===== src/rtl/pip_pkg.sv =====
// Constants shared by the port integration block and its helpers.
// Assumes an 8-bit register port with the offsets below.
package pip_pkg;
  localparam int ADDR_W = 8;
  localparam int DATA_W = 8;
  // Register offsets
  localparam logic [7:0] OFS_PORT_E_ASSIGN = 8'h0A;
  localparam logic [7:0] OFS_MODE = 8'h0B;
  localparam logic [7:0] OFS_EBI_CTL = 8'h0E;
  localparam logic [7:0] OFS_PM_DATA = 8'h10;
  localparam logic [7:0] OFS_PM_IN = 8'h11;
  localparam logic [7:0] OFS_PM_DIR = 8'h12;
  localparam logic [7:0] OFS_MISC = 8'h13;
  localparam logic [7:0] OFS_PM_PULL_EN = 8'h14;
  localparam logic [7:0] OFS_PM_PULL_POL = 8'h15;
  localparam logic [7:0] OFS_PM_OPEN_DRAIN = 8'h16;
  localparam logic [7:0] OFS_PJ_DATA = 8'h28;
  localparam logic [7:0] OFS_PJ_IN = 8'h29;
  localparam logic [7:0] OFS_PJ_DIR = 8'h2A;
  localparam logic [7:0] OFS_PJ_DRIVE = 8'h2B;
  localparam logic [7:0] OFS_PAD_DATA = 8'h30;
  localparam logic [7:0] OFS_PAD_IN = 8'h31;
  localparam logic [7:0] OFS_PAD_DIR = 8'h32;
  // Field positions
  localparam int BIT_CLK_OUT_DIS = 4;
  localparam int BIT_LOW_STROBE_EN = 3;
  localparam int BIT_MODE_B = 7;
  localparam int BIT_MODE_A = 6;
  localparam int BIT_INT_VIS = 3;
  localparam int BIT_STRETCH_EN = 0;
  localparam int BIT_EXT_STR_LO = 2;
  // Implemented bits per port
  localparam logic [7:0] MASK_PM = 8'h3F;
  localparam logic [7:0] MASK_PJ = 8'hC0;
  localparam int PM_W = 6;
  localparam int PJ_W = 2;
  localparam int PJ_LO = 6;
  // Reset values
  localparam logic RST_STRETCH_EN = 1'b1;
  localparam logic [1:0] RST_EXT_STR = 2'h3;
  localparam logic [7:0] RST_ZERO = 8'h00;
  // Bus clock stretch: hold counter width; each stretch step adds two core cycles
  localparam int HOLD_W = 3;
endpackage


===== src/rtl/pip_bus_clock_out_if.sv =====
// Control and status between the port top and the bus clock generator.
// Assumes both ends run on the same reference clock.
`timescale 1ns/1ps
interface pip_bus_clock_out_if;
  logic stretch_en;
  logic [1:0] stretch;
  logic ext_access;
  logic stop;
  logic clk_q;
  modport ctrl (output stretch_en, output stretch, output ext_access,
    output stop, input clk_q);
  modport gen (input stretch_en, input stretch, input ext_access,
    input stop, output clk_q);
endinterface


===== src/rtl/pip_sync.sv =====
// Two-flop synchroniser for a group of pin levels.
// Assumes inputs are asynchronous to clk_i.
`timescale 1ns/1ps
module pip_sync #(
  parameter int W = 8
) (
  input wire logic clk_i,
  input wire logic arst_n_i,
  input wire logic [W-1:0] d_i,
  output logic [W-1:0] q_o
);
  logic [W-1:0] meta;
  logic [W-1:0] next_meta;
  logic [W-1:0] next_q;

  always_comb
  begin
    next_meta = d_i;
    next_q = meta;
  end

  always_ff @(posedge clk_i or negedge arst_n_i)
  begin
    if (!arst_n_i)
    begin
      meta <= '0;
      q_o <= '0;
    end
    else
    begin
      meta <= next_meta;
      q_o <= next_q;
    end
  end
endmodule


===== src/rtl/pip_bus_clock_out.sv =====
// Bus clock generator: half the reference rate, stretched high phase.
// Assumes stop and access requests come from logic on clk_i.
`timescale 1ns/1ps
module pip_bus_clock_out (
  input wire logic clk_i,
  input wire logic arst_n_i,
  pip_bus_clock_out_if.gen bus
);
  logic clk_q;
  logic next_clk_q;
  logic pend;
  logic next_pend;
  logic [pip_pkg::HOLD_W-1:0] hold;
  logic [pip_pkg::HOLD_W-1:0] next_hold;

  always_comb
  begin
    next_clk_q = clk_q;
    next_pend = pend;
    next_hold = hold;
    if (bus.ext_access && bus.stretch_en)
    begin
      next_pend = 1'b1;
    end
    if (!bus.stop)
    begin
      if (hold != '0)
      begin
        next_hold = hold - 3'h1;
      end
      else
      begin
        next_clk_q = ~clk_q;
        if (!clk_q && next_pend)
        begin
          next_hold = {bus.stretch, 1'b0};
          next_pend = 1'b0;
        end
      end
    end
  end

  always_ff @(posedge clk_i or negedge arst_n_i)
  begin
    if (!arst_n_i)
    begin
      clk_q <= 1'b0;
      pend <= 1'b0;
      hold <= '0;
    end
    else
    begin
      clk_q <= next_clk_q;
      pend <= next_pend;
      hold <= next_hold;
    end
  end

  assign bus.clk_q = clk_q;

  a_bus_clock_out_halt_stop: assert property (@(posedge clk_i) disable iff (!arst_n_i)
    bus.stop |=> $stable(clk_q))
    else $error("bus clock moved during stop");

  a_bus_clock_out_half_rate: assert property (@(posedge clk_i)
    disable iff (!arst_n_i)
    (!bus.stop && hold == '0) |=> (clk_q != $past(clk_q)))
    else $error("bus clock failed to toggle");

  a_bus_clock_out_stretch_hold: assert property (@(posedge clk_i)
    disable iff (!arst_n_i)
    (!bus.stop && hold != '0) |=> $stable(clk_q))
    else $error("bus clock moved while stretched");
endmodule


===== src/rtl/pip_top.sv =====
// Port integration block: mode straps, bus clock pin, low-byte strobe,
// port M, J and AD configuration and readback.
// Assumes a single-cycle register port on REF_CLK_I and raw pin inputs.
//
// Contract
// - Upper mode pin is caught into mode bit B at reset release; its pull-down acts during reset and until the strap is caught.
// - Lower mode pin is caught into mode bit A at reset release; it is otherwise a plain pin.
// - After reset the bus clock pin toggles at half the reference rate.
// - In expanded modes the bus clock pin starts as clock output with stretch, steered by disable and stretch bits; the visibility bit is only read back.
// - Stop mode halts the bus clock pin; registers and synchronisers keep running on the reference clock.
// - Slow external accesses stretch the bus clock by the external stretch field.
// - Out of reset the low-byte strobe pin is an input with pull-up.
// - No low-byte strobe is driven until the strobe enable bit is set.
// - Port M polarity picks pull-up for input or wired-or output, pull-down only for input, when pull enabled.
// - A port M open-drain bit lets the output drive only low; no effect on inputs.
// - Port J direction bits 7 and 6 make the pin an input at 0 and output at 1.
// - Port J readback may lag a direction change by up to three cycles due to the output flop and the synchroniser.
// - Port J reduced drive applies only while the pin is an output.
// - Port AD data reads the latch for output bits and the pin for others.
// - Port AD input register always reads the pins and ignores writes.
//
// Implementation choice: strobed register access.
`timescale 1ns/1ps
module pip_top (
  input wire logic REF_CLK_I,
  input wire logic ARST_N_I,
  input wire logic [7:0] ADDR_I,
  input wire logic [7:0] WR_DATA_I,
  input wire logic WR_I,
  input wire logic RD_I,
  output logic [7:0] RD_DATA_O,
  input wire logic STOP_I,
  input wire logic EXT_ACCESS_I,
  input wire logic LOW_WR_N_I,
  input wire logic [1:0] MODE_PIN_I,
  output logic MODE_PD_O,
  output logic MODE_BIT_B_O,
  output logic MODE_BIT_A_O,
  output logic BUS_CLK_O,
  output logic BUS_CLK_OE_O,
  output logic LOW_BYTE_STROBE_N_O,
  output logic LOW_BYTE_STROBE_OE_O,
  output logic LOW_BYTE_STROBE_PU_O,
  input wire logic [5:0] PM_PIN_I,
  output logic [5:0] PM_OUT_O,
  output logic [5:0] PM_OE_O,
  output logic [5:0] PM_PU_O,
  output logic [5:0] PM_PD_O,
  input wire logic [1:0] PJ_PIN_I,
  output logic [1:0] PJ_OUT_O,
  output logic [1:0] PJ_OE_O,
  output logic [1:0] PJ_RDRV_O,
  input wire logic [7:0] PAD_PIN_I,
  output logic [7:0] PAD_OUT_O,
  output logic [7:0] PAD_OE_O
);
  localparam int SYNC_W = 18;

  logic [SYNC_W-1:0] sync_q;
  logic [7:0] pad_sync;
  logic [5:0] pm_sync;
  logic [1:0] pj_sync;
  logic [1:0] mode_sync;

  // Configuration state
  logic clk_out_dis, next_clk_out_dis;
  logic low_strobe_en, next_low_strobe_en;
  logic int_vis, next_int_vis;
  logic stretch_en, next_stretch_en;
  logic [1:0] ext_str, next_ext_str;
  logic [5:0] pm_data, next_pm_data;
  logic [5:0] pm_dir, next_pm_dir;
  logic [5:0] pm_pull_en, next_pm_pull_en;
  logic [5:0] pm_pol, next_pm_pol;
  logic [5:0] pm_od, next_pm_od;
  logic [1:0] pj_data, next_pj_data;
  logic [1:0] pj_dir, next_pj_dir;
  logic [1:0] pj_drv, next_pj_drv;
  logic [7:0] pad_data, next_pad_data;
  logic [7:0] pad_dir, next_pad_dir;
  logic [7:0] next_rd_data;

  // Mode strap state
  logic captured, next_captured;
  // Synchroniser fill tracker, so the strap is taken from a settled value
  logic [1:0] warm, next_warm;
  logic mode_b, next_mode_b;
  logic mode_a, next_mode_a;
  logic expanded;

  pip_bus_clock_out_if ebus ();

  pip_sync #(
    .W(SYNC_W)
  ) u_sync (
    .clk_i(REF_CLK_I),
    .arst_n_i(ARST_N_I),
    .d_i({PAD_PIN_I, PM_PIN_I, PJ_PIN_I, MODE_PIN_I}),
    .q_o(sync_q)
  );

  assign pad_sync = sync_q[17:10];
  assign pm_sync = sync_q[9:4];
  assign pj_sync = sync_q[3:2];
  assign mode_sync = sync_q[1:0];
  assign expanded = mode_a;

  assign ebus.stretch_en = stretch_en;
  assign ebus.stretch = ext_str;
  assign ebus.ext_access = EXT_ACCESS_I && expanded;
  assign ebus.stop = STOP_I;

  pip_bus_clock_out u_bus_clock_out (
    .clk_i(REF_CLK_I),
    .arst_n_i(ARST_N_I),
    .bus(ebus)
  );

  // Strap capture once, just after reset release
  always_comb
  begin
    next_warm = {warm[0], 1'b1};
    next_captured = captured | warm[1];
    next_mode_b = mode_b;
    next_mode_a = mode_a;
    if (!captured && warm[1])
    begin
      next_mode_b = mode_sync[1];
      next_mode_a = mode_sync[0];
    end
  end

  always_ff @(posedge REF_CLK_I or negedge ARST_N_I)
  begin
    if (!ARST_N_I)
    begin
      captured <= 1'b0;
      warm <= '0;
      mode_b <= 1'b0;
      mode_a <= 1'b0;
    end
    else
    begin
      captured <= next_captured;
      warm <= next_warm;
      mode_b <= next_mode_b;
      mode_a <= next_mode_a;
    end
  end

  // Register writes and read mux
  always_comb
  begin
    next_clk_out_dis = clk_out_dis;
    next_low_strobe_en = low_strobe_en;
    next_int_vis = int_vis;
    next_stretch_en = stretch_en;
    next_ext_str = ext_str;
    next_pm_data = pm_data;
    next_pm_dir = pm_dir;
    next_pm_pull_en = pm_pull_en;
    next_pm_pol = pm_pol;
    next_pm_od = pm_od;
    next_pj_data = pj_data;
    next_pj_dir = pj_dir;
    next_pj_drv = pj_drv;
    next_pad_data = pad_data;
    next_pad_dir = pad_dir;
    next_rd_data = pip_pkg::RST_ZERO;
    if (WR_I)
    begin
      case (ADDR_I)
        pip_pkg::OFS_PORT_E_ASSIGN:
        begin
          next_clk_out_dis = WR_DATA_I[pip_pkg::BIT_CLK_OUT_DIS];
          next_low_strobe_en = WR_DATA_I[pip_pkg::BIT_LOW_STROBE_EN];
        end
        pip_pkg::OFS_MODE: next_int_vis = WR_DATA_I[pip_pkg::BIT_INT_VIS];
        pip_pkg::OFS_EBI_CTL:
          next_stretch_en = WR_DATA_I[pip_pkg::BIT_STRETCH_EN];
        pip_pkg::OFS_MISC:
          next_ext_str = WR_DATA_I[pip_pkg::BIT_EXT_STR_LO+:2];
        pip_pkg::OFS_PM_DATA: next_pm_data = WR_DATA_I[pip_pkg::PM_W-1:0];
        pip_pkg::OFS_PM_DIR: next_pm_dir = WR_DATA_I[pip_pkg::PM_W-1:0];
        pip_pkg::OFS_PM_PULL_EN:
          next_pm_pull_en = WR_DATA_I[pip_pkg::PM_W-1:0];
        pip_pkg::OFS_PM_PULL_POL:
          next_pm_pol = WR_DATA_I[pip_pkg::PM_W-1:0];
        pip_pkg::OFS_PM_OPEN_DRAIN:
          next_pm_od = WR_DATA_I[pip_pkg::PM_W-1:0];
        pip_pkg::OFS_PJ_DATA:
          next_pj_data = WR_DATA_I[pip_pkg::PJ_LO+:pip_pkg::PJ_W];
        pip_pkg::OFS_PJ_DIR:
          next_pj_dir = WR_DATA_I[pip_pkg::PJ_LO+:pip_pkg::PJ_W];
        pip_pkg::OFS_PJ_DRIVE:
          next_pj_drv = WR_DATA_I[pip_pkg::PJ_LO+:pip_pkg::PJ_W];
        pip_pkg::OFS_PAD_DATA: next_pad_data = WR_DATA_I;
        pip_pkg::OFS_PAD_DIR: next_pad_dir = WR_DATA_I;
        default: next_rd_data = pip_pkg::RST_ZERO; // Input regs ignore
      endcase
    end
    if (RD_I)
    begin
      case (ADDR_I)
        pip_pkg::OFS_PORT_E_ASSIGN:
        begin
          next_rd_data[pip_pkg::BIT_CLK_OUT_DIS] = clk_out_dis;
          next_rd_data[pip_pkg::BIT_LOW_STROBE_EN] = low_strobe_en;
        end
        pip_pkg::OFS_MODE:
        begin
          next_rd_data[pip_pkg::BIT_MODE_B] = mode_b;
          next_rd_data[pip_pkg::BIT_MODE_A] = mode_a;
          next_rd_data[pip_pkg::BIT_INT_VIS] = int_vis;
        end
        pip_pkg::OFS_EBI_CTL:
          next_rd_data[pip_pkg::BIT_STRETCH_EN] = stretch_en;
        pip_pkg::OFS_MISC:
          next_rd_data[pip_pkg::BIT_EXT_STR_LO+:2] = ext_str;
        pip_pkg::OFS_PM_DATA:
          next_rd_data[pip_pkg::PM_W-1:0] =
            (pm_dir & pm_data) | (~pm_dir & pm_sync);
        pip_pkg::OFS_PM_IN: next_rd_data[pip_pkg::PM_W-1:0] = pm_sync;
        pip_pkg::OFS_PM_DIR: next_rd_data[pip_pkg::PM_W-1:0] = pm_dir;
        pip_pkg::OFS_PM_PULL_EN:
          next_rd_data[pip_pkg::PM_W-1:0] = pm_pull_en;
        pip_pkg::OFS_PM_PULL_POL: next_rd_data[pip_pkg::PM_W-1:0] = pm_pol;
        pip_pkg::OFS_PM_OPEN_DRAIN: next_rd_data[pip_pkg::PM_W-1:0] = pm_od;
        pip_pkg::OFS_PJ_DATA:
          next_rd_data[pip_pkg::PJ_LO+:pip_pkg::PJ_W] =
            (pj_dir & pj_data) | (~pj_dir & pj_sync);
        pip_pkg::OFS_PJ_IN:
          next_rd_data[pip_pkg::PJ_LO+:pip_pkg::PJ_W] = pj_sync;
        pip_pkg::OFS_PJ_DIR:
          next_rd_data[pip_pkg::PJ_LO+:pip_pkg::PJ_W] = pj_dir;
        pip_pkg::OFS_PJ_DRIVE:
          next_rd_data[pip_pkg::PJ_LO+:pip_pkg::PJ_W] = pj_drv;
        pip_pkg::OFS_PAD_DATA:
          next_rd_data = (pad_dir & pad_data) | (~pad_dir & pad_sync);
        pip_pkg::OFS_PAD_IN: next_rd_data = pad_sync;
        pip_pkg::OFS_PAD_DIR: next_rd_data = pad_dir;
        default: next_rd_data = pip_pkg::RST_ZERO;
      endcase
    end
  end

  always_ff @(posedge REF_CLK_I or negedge ARST_N_I)
  begin
    if (!ARST_N_I)
    begin
      clk_out_dis <= 1'b0;
      low_strobe_en <= 1'b0;
      int_vis <= 1'b0;
      stretch_en <= pip_pkg::RST_STRETCH_EN;
      ext_str <= pip_pkg::RST_EXT_STR;
      pm_data <= '0;
      pm_dir <= '0;
      pm_pull_en <= '0;
      pm_pol <= '0;
      pm_od <= '0;
      pj_data <= '0;
      pj_dir <= '0;
      pj_drv <= '0;
      pad_data <= '0;
      pad_dir <= '0;
      RD_DATA_O <= pip_pkg::RST_ZERO;
    end
    else
    begin
      clk_out_dis <= next_clk_out_dis;
      low_strobe_en <= next_low_strobe_en;
      int_vis <= next_int_vis;
      stretch_en <= next_stretch_en;
      ext_str <= next_ext_str;
      pm_data <= next_pm_data;
      pm_dir <= next_pm_dir;
      pm_pull_en <= next_pm_pull_en;
      pm_pol <= next_pm_pol;
      pm_od <= next_pm_od;
      pj_data <= next_pj_data;
      pj_dir <= next_pj_dir;
      pj_drv <= next_pj_drv;
      pad_data <= next_pad_data;
      pad_dir <= next_pad_dir;
      RD_DATA_O <= next_rd_data;
    end
  end

  // Pin drivers, registered so every output leaves a flop
  logic next_mode_pd, next_clk_oe, next_low_byte_strobe_n, next_low_byte_strobe_oe;
  logic next_low_byte_strobe_pu;
  logic [5:0] next_pm_oe, next_pm_pu, next_pm_pd;
  logic [1:0] next_pj_oe, next_pj_rdrv;

  always_comb
  begin
    next_mode_pd = !captured;
    next_clk_oe = expanded && !clk_out_dis;
    next_low_byte_strobe_oe = expanded && low_strobe_en;
    next_low_byte_strobe_n = LOW_WR_N_I || !next_low_byte_strobe_oe;
    next_low_byte_strobe_pu = !next_low_byte_strobe_oe;
    next_pm_oe = pm_dir & ~(pm_od & pm_data);
    next_pm_pu = pm_pull_en & ~pm_pol & (~pm_dir | pm_od);
    next_pm_pd = pm_pull_en & pm_pol & ~pm_dir;
    next_pj_oe = pj_dir;
    next_pj_rdrv = pj_drv & pj_dir;
  end

  always_ff @(posedge REF_CLK_I or negedge ARST_N_I)
  begin
    if (!ARST_N_I)
    begin
      MODE_PD_O <= 1'b1;
      MODE_BIT_B_O <= 1'b0;
      MODE_BIT_A_O <= 1'b0;
      BUS_CLK_OE_O <= 1'b0;
      LOW_BYTE_STROBE_N_O <= 1'b1;
      LOW_BYTE_STROBE_OE_O <= 1'b0;
      LOW_BYTE_STROBE_PU_O <= 1'b1;
      PM_OUT_O <= '0;
      PM_OE_O <= '0;
      PM_PU_O <= '0;
      PM_PD_O <= '0;
      PJ_OUT_O <= '0;
      PJ_OE_O <= '0;
      PJ_RDRV_O <= '0;
      PAD_OUT_O <= '0;
      PAD_OE_O <= '0;
    end
    else
    begin
      MODE_PD_O <= next_mode_pd;
      MODE_BIT_B_O <= mode_b;
      MODE_BIT_A_O <= mode_a;
      BUS_CLK_OE_O <= next_clk_oe;
      LOW_BYTE_STROBE_N_O <= next_low_byte_strobe_n;
      LOW_BYTE_STROBE_OE_O <= next_low_byte_strobe_oe;
      LOW_BYTE_STROBE_PU_O <= next_low_byte_strobe_pu;
      PM_OUT_O <= pm_data;
      PM_OE_O <= next_pm_oe;
      PM_PU_O <= next_pm_pu;
      PM_PD_O <= next_pm_pd;
      PJ_OUT_O <= pj_data;
      PJ_OE_O <= next_pj_oe;
      PJ_RDRV_O <= next_pj_rdrv;
      PAD_OUT_O <= pad_data;
      PAD_OE_O <= pad_dir;
    end
  end

  assign BUS_CLK_O = ebus.clk_q;

  a_strap_b_caught: assert property (@(posedge REF_CLK_I)
    disable iff (!ARST_N_I)
    $rose(captured) |-> (mode_b == $past(mode_sync[1])))
    else $error("mode bit B not caught at release");

  a_strap_a_held: assert property (@(posedge REF_CLK_I)
    disable iff (!ARST_N_I)
    ($past(captured) && captured) |-> $stable(mode_a))
    else $error("mode bit A changed after capture");

  a_strap_pd_off: assert property (@(posedge REF_CLK_I)
    disable iff (!ARST_N_I)
    captured |=> !MODE_PD_O)
    else $error("mode pull-down active after reset");

  a_low_byte_strobe_gated: assert property (@(posedge REF_CLK_I)
    disable iff (!ARST_N_I)
    !low_strobe_en |=> (!LOW_BYTE_STROBE_OE_O && LOW_BYTE_STROBE_N_O && LOW_BYTE_STROBE_PU_O))
    else $error("low strobe driven while disabled");

  a_pm_open_drain: assert property (@(posedge REF_CLK_I)
    disable iff (!ARST_N_I)
    ##1 ((PM_OE_O & PM_OUT_O & $past(pm_od)) == '0))
    else $error("open-drain pin driven high");

  a_pm_pulldown_in: assert property (@(posedge REF_CLK_I)
    disable iff (!ARST_N_I)
    ##1 ((PM_PD_O & ($past(pm_dir) | ~$past(pm_pol))) == '0))
    else $error("pull-down on output or pull-up bit");

  a_pj_rdrv_out: assert property (@(posedge REF_CLK_I)
    disable iff (!ARST_N_I)
    ##1 ((PJ_RDRV_O & ~$past(pj_dir)) == '0))
    else $error("reduced drive on input pin");

  a_pad_data_read: assert property (@(posedge REF_CLK_I)
    disable iff (!ARST_N_I)
    (RD_I && ADDR_I == pip_pkg::OFS_PAD_DATA) |=>
      (RD_DATA_O == (($past(pad_dir) & $past(pad_data)) |
      (~$past(pad_dir) & $past(pad_sync)))))
    else $error("port AD data read wrong");

  a_pad_input_read: assert property (@(posedge REF_CLK_I)
    disable iff (!ARST_N_I)
    (RD_I && ADDR_I == pip_pkg::OFS_PAD_IN) |=>
      (RD_DATA_O == $past(pad_sync)))
    else $error("port AD input read wrong");
endmodule


===== config.mk =====
export PLATFORM = sky130hd
export DESIGN_NAME = pip_top
export DESIGN_NICKNAME = d
export VERILOG_FILES = /design/src/rtl/pip_pkg.sv /design/src/rtl/pip_bus_clock_out_if.sv /design/src/rtl/pip_sync.sv /design/src/rtl/pip_bus_clock_out.sv /design/src/rtl/pip_top.sv
export SDC_FILE = /design/constraint.sdc
export NUM_CORES = 1
export LEC_CHECK = 0
export BUFFER_PORTS_ARGS = -buffer_cell sky130_fd_sc_hd__buf_2
export CAP_MARGIN = 20
export CORE_UTILIZATION = 35
export DETAILED_ROUTE_END_ITERATION = 6
export SYNTH_ARGS = -nofsm -noshare
export SYNTH_HDL_FRONTEND = slang
export SYNTH_SLANG_ARGS = --single-unit
export TNS_END_PERCENT = 1

===== constraint.sdc =====
create_clock -name REF_CLK_I -period 2.2 [get_ports REF_CLK_I]
set_input_delay 0.11 -clock REF_CLK_I [delete_from_list [all_inputs] [get_ports REF_CLK_I]]
set_output_delay 0.11 -clock REF_CLK_I [all_outputs]
set_load 0.05 [all_outputs]

==> flow_metrics.tcl, run 1 <==
set metrics [dict create \
    cts_tree "yes" \
    place_inst 804 \
    power_density_mw_per_mm2 882.7 \
    startpoint "pm_dir[2]$_DFFE_PN0P_" \
    synth_top_family_by_area "multiplexers" \
    track_usage_pct 17.70 \
    slowest_delay_ps 460 \
    area_growth_pct 27.27 \
    htree_levels 4 \
    seq_power_share_pct 46.9 \
    r2r-start "pm_dir[2]$_DFFE_PN0P_" \
    final_nets 667 \
    timing.fmax_mhz 649.0 \
    ys_seq_elements 165 \
    grt_setup_unrepaired "no" \
    gr-total-overflow 0 \
    yosys.area.top_type_share_pct 63.07 \
    clkSinkCount 165 \
    num_io_pins 103 \
    crit_buf_inv 0 \
    path_clk_slew_ps 70 \
    seq_area_frac_synth_pct 65.57 \
    synthTopCellsByCount "dfrtp_1 (159), mux2_2 (61), nand2_1 (36)" \
    power.total_w 0.007088 \
    power_switching_w 0.001867 \
    die_x_um 136.3 \
    die_h_um 136.3 \
    synth_fa_ha_area_share_pct 0.3967 \
    cts_root_buffer "clkbuf_16" \
    clock_path_buffers 2 \
    avgSynthCellArea_um2 13.25 \
    num_antenna_cells 0 \
    critPathTopFamily "compound AO/OA/AOI/OAI gates" \
    final_cells 862 \
    synth_edf_count 0 \
    cp-start-kind "flop" \
    core_area_mm2 0.01748 \
    worstReg2RegEnd "RD_DATA_O[2]$_DFF_PN0_" \
    maxCapViolations 0 \
    cts_setup_buffers 0 \
    post-route-drc-count 0 \
    syn-num-nets 519 \
    dieArea_mm2 0.01857 \
    tns_ps 0 \
    insertion_delay_ps 430 \
    clkPwrFrac_pct 41.9 \
    antenna_found_initial 0 \
    ant_nets 0 \
    tightest_slew_ps 526.9 \
    crit_type "flop to flop" \
    cp_common_cell "a22oi_1" \
    drtIter0Drc 340 \
    syn_inst 476 \
    synth_most_common_cell "dfrtp_1" \
    min_period_ps 1541 \
    syn-cell-area_mm2 0.006309 \
    internal-power_w 0.005220 \
    synth_warnings 0 \
    cp_cell_sequence "nor2_1, a22oi_1, o21ai_0, a22oi_1, a2111oi_2" \
    synthSimpleGateAreaFrac_pct 11.09 \
    numCtsBuffers 17 \
    cp.arrival_ps 1860 \
    crit_path_end_kind "flop" \
    hold_path_end "pad_dir[2]$_DFFE_PN0P_" \
    post_drt_via_cell_ratio 4.923 \
    num_vias 4244 \
    setup_viol 0 \
    skew_ps 14.41 \
    period_share_pct 70.04 \
    status "completed" \
    grt_pass1_wl_um 23990 \
    synth-compound-area-share_pct 8.290 \
    relSlewSlack_pct 64.79 \
    swShare_pct 26.35 \
    r2r_slack_ps 660 \
    whs_path_depth 3 \
    p_leak_nw 3.893 \
    grt_max_degree 73 \
    synth_xor_area_share_pct 0.1388 \
    firstDrtPassIters 5 \
    synth.distinct_cells 57 \
    floorplan.initialDensity_pct 36.10 \
    ys.flop_type "dfrtp_1" \
    grt_pass1_vias 4330 \
    final-max-slew-violation-count 0 \
    rows 48 \
    synth.mux.area_fraction_pct 12.16 \
    synth-async-reset-ratio_pct 100.0 \
    min_path_type "input pin to flop" \
    drive_gt1_share_pct 35.79 \
    portBuffers 102 \
    place.detailed.hpwl_um 10930 \
    slowest_stage "dfrtp_1" \
    ir_drop_mv 0.6229 \
    synth_top_area_cell "dfrtp_1" \
    yosys-top-cells-area "dfrtp_1 (63%), mux2_2 (11%), dfstp_2 (2.5%), nand2_1 (2.1%), nor2b_1 (1.7%)" \
    wirelength_um 15090 \
    combPwrFrac_pct 11.1 \
    reg2reg_depth 5 \
    hold_start "WR_DATA_I[2]" \
    finalHoldViolCount 0 \
    critPathMaxFanout 7 \
    place.gp.congestion 0.8386 \
    critical_path_required_ps 2520 \
    post_drt_wl_per_cell_um 17.51 \
]
[worst max path at each step]
stage | to | slack, ps | depth (start not counted)
floorplan | pm_dir[0]$_DFFE_PN0P_ | 690 | 5
global route | RD_DATA_O[2]$_DFF_PN0_ | 480 | 5
global placement | pad_data[0]$_DFFE_PN0P_ | 230 | 5
finish | RD_DATA_O[2]$_DFF_PN0_ | 660 | 5
detailed placement | pad_data[4]$_DFFE_PN0P_ | 220 | 5
CTS | RD_DATA_O[2]$_DFF_PN0_ | 630 | 5
[power groups by stage]
stage	sequential, W	combinational (W)	clock, W
6_report	0.00333	0.000789	0.00297
5_1_grt	0.00335	0.000868	0.00319
4_1_cts	0.00333	0.000801	0.00306
3_5_place_dp	0.00338	0.000763	0
3_3_place_gp	0.00338	0.000740	0
2_1_floorplan	0.00354	0.000310	0
[cell families (layout without fill, tap and decap cells)]
logic type / Yosys count / in the layout
flip-flops: 165 / 165
AND/OR/NAND/NOR: 127 / 127
AO/OA/AOI/OAI: 78 / 78
multiplexers: 69 / 69
buffers and inverters: 33 / 194
adder cells (fa/ha/maj): 2 / 2
other: 1 / 1
XOR/XNOR: 1 / 1
[through the flow]
step	cell area, um2	util [%]	setup slack [ps]	hold WS [ps]
after global routing	8029	45.94	485.0	37.81
final	8029	45.94	659.2	26.37
after CTS	8029	45.94	630.8	14.23
after detailed placement	7166	41.00	222.1	101.4
after floorplan	6309	-	692.8	-185.6
after global placement	7166	41.00	231.8	91.26
[registers in the layout (all words and copies together), names as in the netlist, 8 cells and up]
signal / flops
u_sync.meta: 18
u_sync.q_o: 18
PAD_OE_O: 8
PAD_OUT_O: 8
RD_DATA_O: 8
pad_data: 8
pad_dir: 8
[worst min-delay path, cell delays in order]
cell	delay, ps
buf_2	160
nand2_1	70
o21ai_0	80
[metal layers]
| metal | share of wire, % | wire (um) | GRT usage, % | vias up |
|---|---|---|---|---|
| met3 | 5.0 | 749 | 4.437 | 18 |
| li1 | - | - | - | 1969 |
| met5 | 0 | 0 | 0 | - |
| met1 | 46 | 7007 | 23.95 | 2135 |
| met2 | 47 | 7107 | 27.58 | 122 |
| met4 | 1.5 | 229 | 6.049 | 0 |
[cell usage in the layout (no fill, tap or decap), types with 2 or more instances in the layout]
master	Yosys	final
dfrtp_1	159	159
buf_2	8	101
mux2_2	61	61
nand2_1	36	36
dlygate4sd3_1	0	26
nor2_1	24	24
inv_1	17	17
nor2b_1	17	17
clkbuf_16	0	17
buf_4	1	16
o21ai_0	14	14
a21oi_1	13	13
o22ai_1	9	9
nand3_1	8	8
mux2i_1	8	8
nor3b_1	8	8
a31oi_1	7	7
a22oi_1	7	7
dfstp_2	6	6
a21boi_0	6	6
nor3_1	5	5
inv_6	0	5
and3_1	4	4
and2_1	4	4
a32oi_1	4	4
nand2b_1	3	3
or4_1	3	3
clkinv_4	0	3
clkinvlp_4	0	3
o21a_1	2	2
nor2_2	2	2
a211oi_1	2	2
or3_1	2	2
a22o_1	2	2
o31ai_1	2	2
ha_1	2	2
bufinv_16	0	2
[final cells by class]
type / count / area, um2
fillers: 1617 / 9448
flip-flops and latches: 165 / 4136
multi-input cells: 278 / 2027
repair buffers: 145 / 917.1
clock buffers: 18 / 439.2
well taps: 225 / 281.5
clock inverters: 14 / 163.9
inverters: 17 / 63.81
[what timing repair did]
action,4_1_cts,5_1_grt
hold buffers,26,0
setup endpoints to repair,0,0
hold endpoints to repair,87,0
resized for setup,0,0
(Power assumes the default switching activity.)
==> run 2, diff against run 1 <==
==> constraint.sdc (replaced) <==
create_clock -name REF_CLK_I -period 1.6 [get_ports REF_CLK_I]
set_input_delay 0.08 -clock REF_CLK_I [delete_from_list [all_inputs] [get_ports REF_CLK_I]]
set_output_delay 0.08 -clock REF_CLK_I [all_outputs]
set_load 0.05 [all_outputs]
==> run 2 against run 1 <==
Compared with the run above:
- fmax up 5.8%
- cell area grew 3.5%
- final cell count rose by 3.6%
- critical endpoint unchanged
- die area is the same
- critical path type unchanged
==> flow_metrics.tcl, run 2 (synthesis gave the netlist of run 1 again) <==
set metrics [dict create \
    ir_drop_mv 0.7345 \
    ant_nets 0 \
    place.detailed.hpwl_um 11420 \
    num_vias 4338 \
    dieArea_mm2 0.01857 \
    clock_path_buffers 2 \
    skew_ps 8.940 \
    min_period_ps 1456 \
    antenna_found_initial 0 \
    post_drt_wl_per_cell_um 17.63 \
    drtIter0Drc 236 \
    htree_levels 4 \
    portBuffers 102 \
    swShare_pct 26.01 \
    gr-total-overflow 0 \
    maxCapViolations 0 \
    grt_pass1_wl_um 24880 \
    combPwrFrac_pct 11.7 \
    final_nets 698 \
    crit_path_end_kind "flop" \
    finalHoldViolCount 0 \
    reg2reg_depth 5 \
    p_leak_nw 4.055 \
    num_antenna_cells 0 \
    cts_tree "yes" \
    cp.arrival_ps 1760 \
    setup_viol 0 \
    place.gp.congestion 0.8575 \
    die_h_um 136.3 \
    power_switching_w 0.002575 \
    floorplan.initialDensity_pct 36.10 \
    grt_max_degree 77 \
    insertion_delay_ps 430 \
    wirelength_um 15750 \
    multi_input_area_mm2 0.002027 \
    drive_gt1_share_pct 38.17 \
    die_x_um 136.3 \
    period_share_pct 90.98 \
    seq_power_share_pct 46.2 \
    critPathMaxFanout 3 \
    power.total_w 0.009901 \
    final-max-slew-violation-count 0 \
    track_usage_pct 18.31 \
    area_growth_pct 31.69 \
    clkSinkCount 165 \
    crit_type "flop to flop" \
    timing.fmax_mhz 686.9 \
    internal-power_w 0.007326 \
    clkPwrFrac_pct 42.1 \
    holdWs_ps 57.86 \
    post_drt_via_cell_ratio 4.858 \
    grt_pass1_vias 4505 \
    top_regs "u_sync.meta x18, u_sync.q_o x18" \
    numCtsBuffers 17 \
    layout.cells.most_common "dfrtp_1" \
    grt_setup_unrepaired "no" \
    n_fill_cell 1560 \
    regArea_mm2 0.004136 \
    post-route-drc-count 0 \
    critical_path_required_ps 1910 \
    rows 48 \
    min_path_type "input pin to flop" \
    cts_root_buffer "clkbuf_16" \
    path_clk_slew_ps 70 \
    power_density_mw_per_mm2 1192 \
    num_io_pins 103 \
    core_area_mm2 0.01748 \
    cp-start-kind "flop" \
    whs_path_depth 2 \
    status "completed" \
    final_cell_mix "dfrtp_1 (159), buf_2 (101), mux2_2 (61)" \
    firstDrtPassIters 5 \
]
==> run 2: critical path: stages (launching register included) <==
cell and delay (ps):
dfstp_2 550, mux2_2 140, nand2_1 40, o21ai_1 100
a22oi_1 150, a2111oi_2 350
==> run 2: what timing repair did <==
| action | in CTS | in global routing |
|---|---|---|
| resized for setup | 0 | 1 |
| setup buffers | 0 | 0 |
| endpoints found under the hold margin | 213 | 0 |
| hold buffers | 29 | 0 |
| endpoints found under the setup margin | 0 | 1 |
==> run 2: layer usage <==
layer / global-route usage [%] / wire (um) / part of all wire (%) / up-vias
li1: - / - / - / 2041
met1: 24.92 / 7332 / 47 / 2175
met2: 28.82 / 7475 / 47 / 111
met3: 4.661 / 748 / 4.8 / 11
met4: 5.123 / 189 / 1.2 / 0
met5: 0 / 0 / 0 / -
==> run 2: area by class of cell <==
| cell class | instances | share of cell area (%) |
|---|---|---|
| sequential | 165 | 49.79 |
| multi-input combinational | 278 | 24.40 |
| timing repair buffer | 176 | 14.38 |
| clock buffer | 18 | 5.166 |
| tap | 225 | 3.389 |
| clock inverter | 14 | 2.108 |
| inverter | 17 | 0.7681 |
==> run 2: per-stage QoR <==
step                      utilization, %  TNS, ps  setup WS (ps)  area, um2  instances
after floorplan                        -        0          122.8       6309        476
after global placement             42.42   -378.0         -64.48       7413        832
after detailed placement           42.42    -1015         -139.2       7413        832
after CTS                          47.54        0          87.87       8308        893
after global routing               47.54        0          1.680       8308        893
final                              47.54        0          144.2       8308        893
==> run 2: power groups by stage <==
stage               Combinational (W)  Sequential [W]  Clock [W]
floorplan                    0.000427         0.00486          0
global placement              0.00108         0.00464          0
detailed placement            0.00111         0.00465          0
CTS                           0.00117         0.00457    0.00427
global route                  0.00128         0.00460    0.00442
finish                        0.00116         0.00457    0.00417
==> run 2: worst paths after layout <==
path	start	endpoint	slack [ps]
max in group asynchronous	ARST_N_I	PM_OE_O[3]$_DFF_PN0_	740
max	ebus.stretch[0]$_DFFE_PN1P_	RD_DATA_O[2]$_DFF_PN0_	140
min in group asynchronous	ARST_N_I	u_bus_clock_out.bus.clk_q$_DFFE_PN0P_	70
min	WR_DATA_I[4]	pm_data[4]$_DFFE_PN0P_	60
max reg2reg	ebus.stretch[0]$_DFFE_PN1P_	RD_DATA_O[2]$_DFF_PN0_	140
min reg2reg	u_sync.meta[3]$_DFF_PN0_	u_sync.q_o[3]$_DFF_PN0_	350
==> run 3, diff against run 2 <==
--- a/config.mk
+++ b/config.mk
@@ -9,6 +9,7 @@
 export CAP_MARGIN = 20
 export CORE_UTILIZATION = 35
 export DETAILED_ROUTE_END_ITERATION = 6
+export REMOVE_ABC_BUFFERS = 1
 export SYNTH_ARGS = -nofsm -noshare
 export SYNTH_HDL_FRONTEND = slang
 export SYNTH_SLANG_ARGS = --single-unit
==> run 3 against run 2 <==
Compared with the run above:
- power decreased by 1.0%
- die area is the same
- setup slack worse by 5.4 ps
- cell area decreased by 0.92%
- hold slack worse by 41 ps
- via count is 0.65% higher
- first-iteration DRC count is 8.9% higher
- final cell count fell by 0.90%
- core utilization down 0.44 points
- non-clock buffer count fell by 9
- critical path type unchanged
- critical endpoint unchanged
- highest routed layer is now met5
==> flow_metrics.tcl, run 3 (synthesis gave the netlist of run 1 again) <==
set metrics [dict create \
    wirelength_um 15020 \
    whs_path_depth 2 \
    hold_start "WR_DATA_I[4]" \
    num_io_pins 103 \
    clock_path_buffers 2 \
    post-route-drc-count 0 \
    numCtsBuffers 17 \
    power_density_mw_per_mm2 1190 \
    drive_gt1_share_pct 37.48 \
    crit_type "flop to flop" \
    htree_levels 4 \
    die_h_um 136.3 \
    firstDrtPassIters 4 \
    core_area_mm2 0.01748 \
    place.detailed.hpwl_um 10740 \
    tns_ps 0 \
    track_usage_pct 17.69 \
    place.gp.congestion 0.8621 \
    startpoint "ebus.stretch[0]$_DFFE_PN1P_" \
    p_leak_nw 3.998 \
    hold_path_end "clk_out_dis$_DFFE_PN0P_" \
    critPathMaxFanout 3 \
    final-max-slew-violation-count 0 \
    area_growth_pct 30.48 \
    setup_slack_ps 138.8 \
    path_clk_slew_ps 60 \
    dieArea_mm2 0.01857 \
    status "completed" \
    r2r-start "ebus.stretch[0]$_DFFE_PN1P_" \
    critical_path_required_ps 1910 \
    insertion_delay_ps 430 \
    cts_setup_buffers 0 \
    post_drt_via_cell_ratio 4.933 \
    maxCapViolations 0 \
    period_share_pct 91.32 \
    top_regs "u_sync.meta x18, u_sync.q_o x18" \
    grt_pass1_wl_um 24170 \
    cp-start-kind "flop" \
    min_period_ps 1461 \
    drtIter0Drc 257 \
    min_path_type "input pin to flop" \
    cp.arrival_ps 1770 \
    clkSinkCount 165 \
    ant_nets 0 \
    cts_root_buffer "clkbuf_16" \
    floorplan.initialDensity_pct 36.10 \
    r2r_slack_ps 140 \
    grt_setup_unrepaired "no" \
    finalHoldViolCount 0 \
    portBuffers 102 \
    reg2reg_depth 5 \
    final_cell_mix "dfrtp_1 (158), buf_2 (101), mux2_2 (61)" \
    skew_ps 6.136 \
    cts_tree "yes" \
    timing.fmax_mhz 684.4 \
    layout.cells.most_common "dfrtp_1" \
    die_x_um 136.3 \
    final_nets 689 \
    grt_max_degree 50 \
    num_vias 4366 \
    grt_pass1_vias 4487 \
    crit_path_end_kind "flop" \
    rows 48 \
    dp_slack_ps -46.34 \
    setup_viol 0 \
    ir_drop_mv 0.6895 \
    gr-total-overflow 0 \
    post_drt_wl_per_cell_um 16.98 \
    worstReg2RegEnd "RD_DATA_O[2]$_DFF_PN0_" \
    antenna_found_initial 2 \
]
run 3: cell types whose count changed in the layout (fill, tap and decap cells not counted), moves of 2 or more:
| cell | previous run | this run |
|---|---|---|
| buf_4 | 41 | 32 |
| clkinv_2 | 2 | 0 |
| clkinv_4 | 2 | 0 |
| inv_6 | 4 | 6 |
run 3: worst max path at each step:
stage | endpoint | cells past startpoint | slack, ps
after floorplan | pad_dir[0]$_DFFE_PN0P_ | 4 | 2
after global placement | pm_od[5]$_DFFE_PN0P_ | 6 | -20
after detailed placement | pm_pol[2]$_DFFE_PN0P_ | 5 | -50
after CTS | u_bus_clock_out.hold[0]$_DFFE_PN0P_ | 7 | 120
after global routing | RD_DATA_O[2]$_DFF_PN0_ | 5 | 10
final | RD_DATA_O[2]$_DFF_PN0_ | 5 | 140
run 3: cell type report:
cell class                      count  area [um2]
Fill cell                        1609        9245
Sequential cell                   165        4138
Multi-Input combinational cell    278        2029
Timing Repair Buffer              167        1127
Clock buffer                       20       446.7
Tap cell                          225       281.5
Clock inverter                     12       142.6
Inverter                           17       63.81
Antenna cell                        1       2.502
run 3: critical path, stage by stage, from the launching register on:
cell,delay [ps]
dfstp_2,550
mux2_2,150
nand2_1,50
o21ai_0,80
a22oi_1,130
a2111oi_2,380
run 3: where the power goes:
| group | leakage, nW | switching [W] | total, W | internal [W] |
|---|---|---|---|---|
| clock network | 0.275 | 0.00173 | 0.00410 | 0.00237 |
| logic | 1.60 | 0.000713 | 0.00113 | 0.000417 |
| registers | 2.12 | 0.000151 | 0.00457 | 0.00442 |
run 3: through the flow:
stage               util (%)  power (W)  std cells  hold slack, ps  cell area (um2)
finish                 47.10   0.009798        885           17.27             8232
global route           47.10    0.01020        885           23.06             8232
CTS                    47.06   0.009904        884           3.669             8225
detailed placement     42.03   0.005725        823           55.87             7346
global placement       42.03   0.005681        823           48.07             7346
floorplan                  -   0.005250        460          -215.6             6227
run 3: timing repair:
item	CTS	global route
resized for setup	0	2
endpoints found under the setup margin	0	4
hold endpoints to repair	130	0
hold buffers	29	0
run 3: routing by layer:
| layer | track usage [%] | share of wire (%) | wire, um |
|---|---|---|---|
| met1 | 23.89 | 45 | 6748 |
| met3 | 3.840 | 4.7 | 705 |
| met4 | 7.901 | 2.4 | 359 |
| met2 | 27.24 | 48 | 7196 |
| met5 | 0 | 0.087 | 13 |
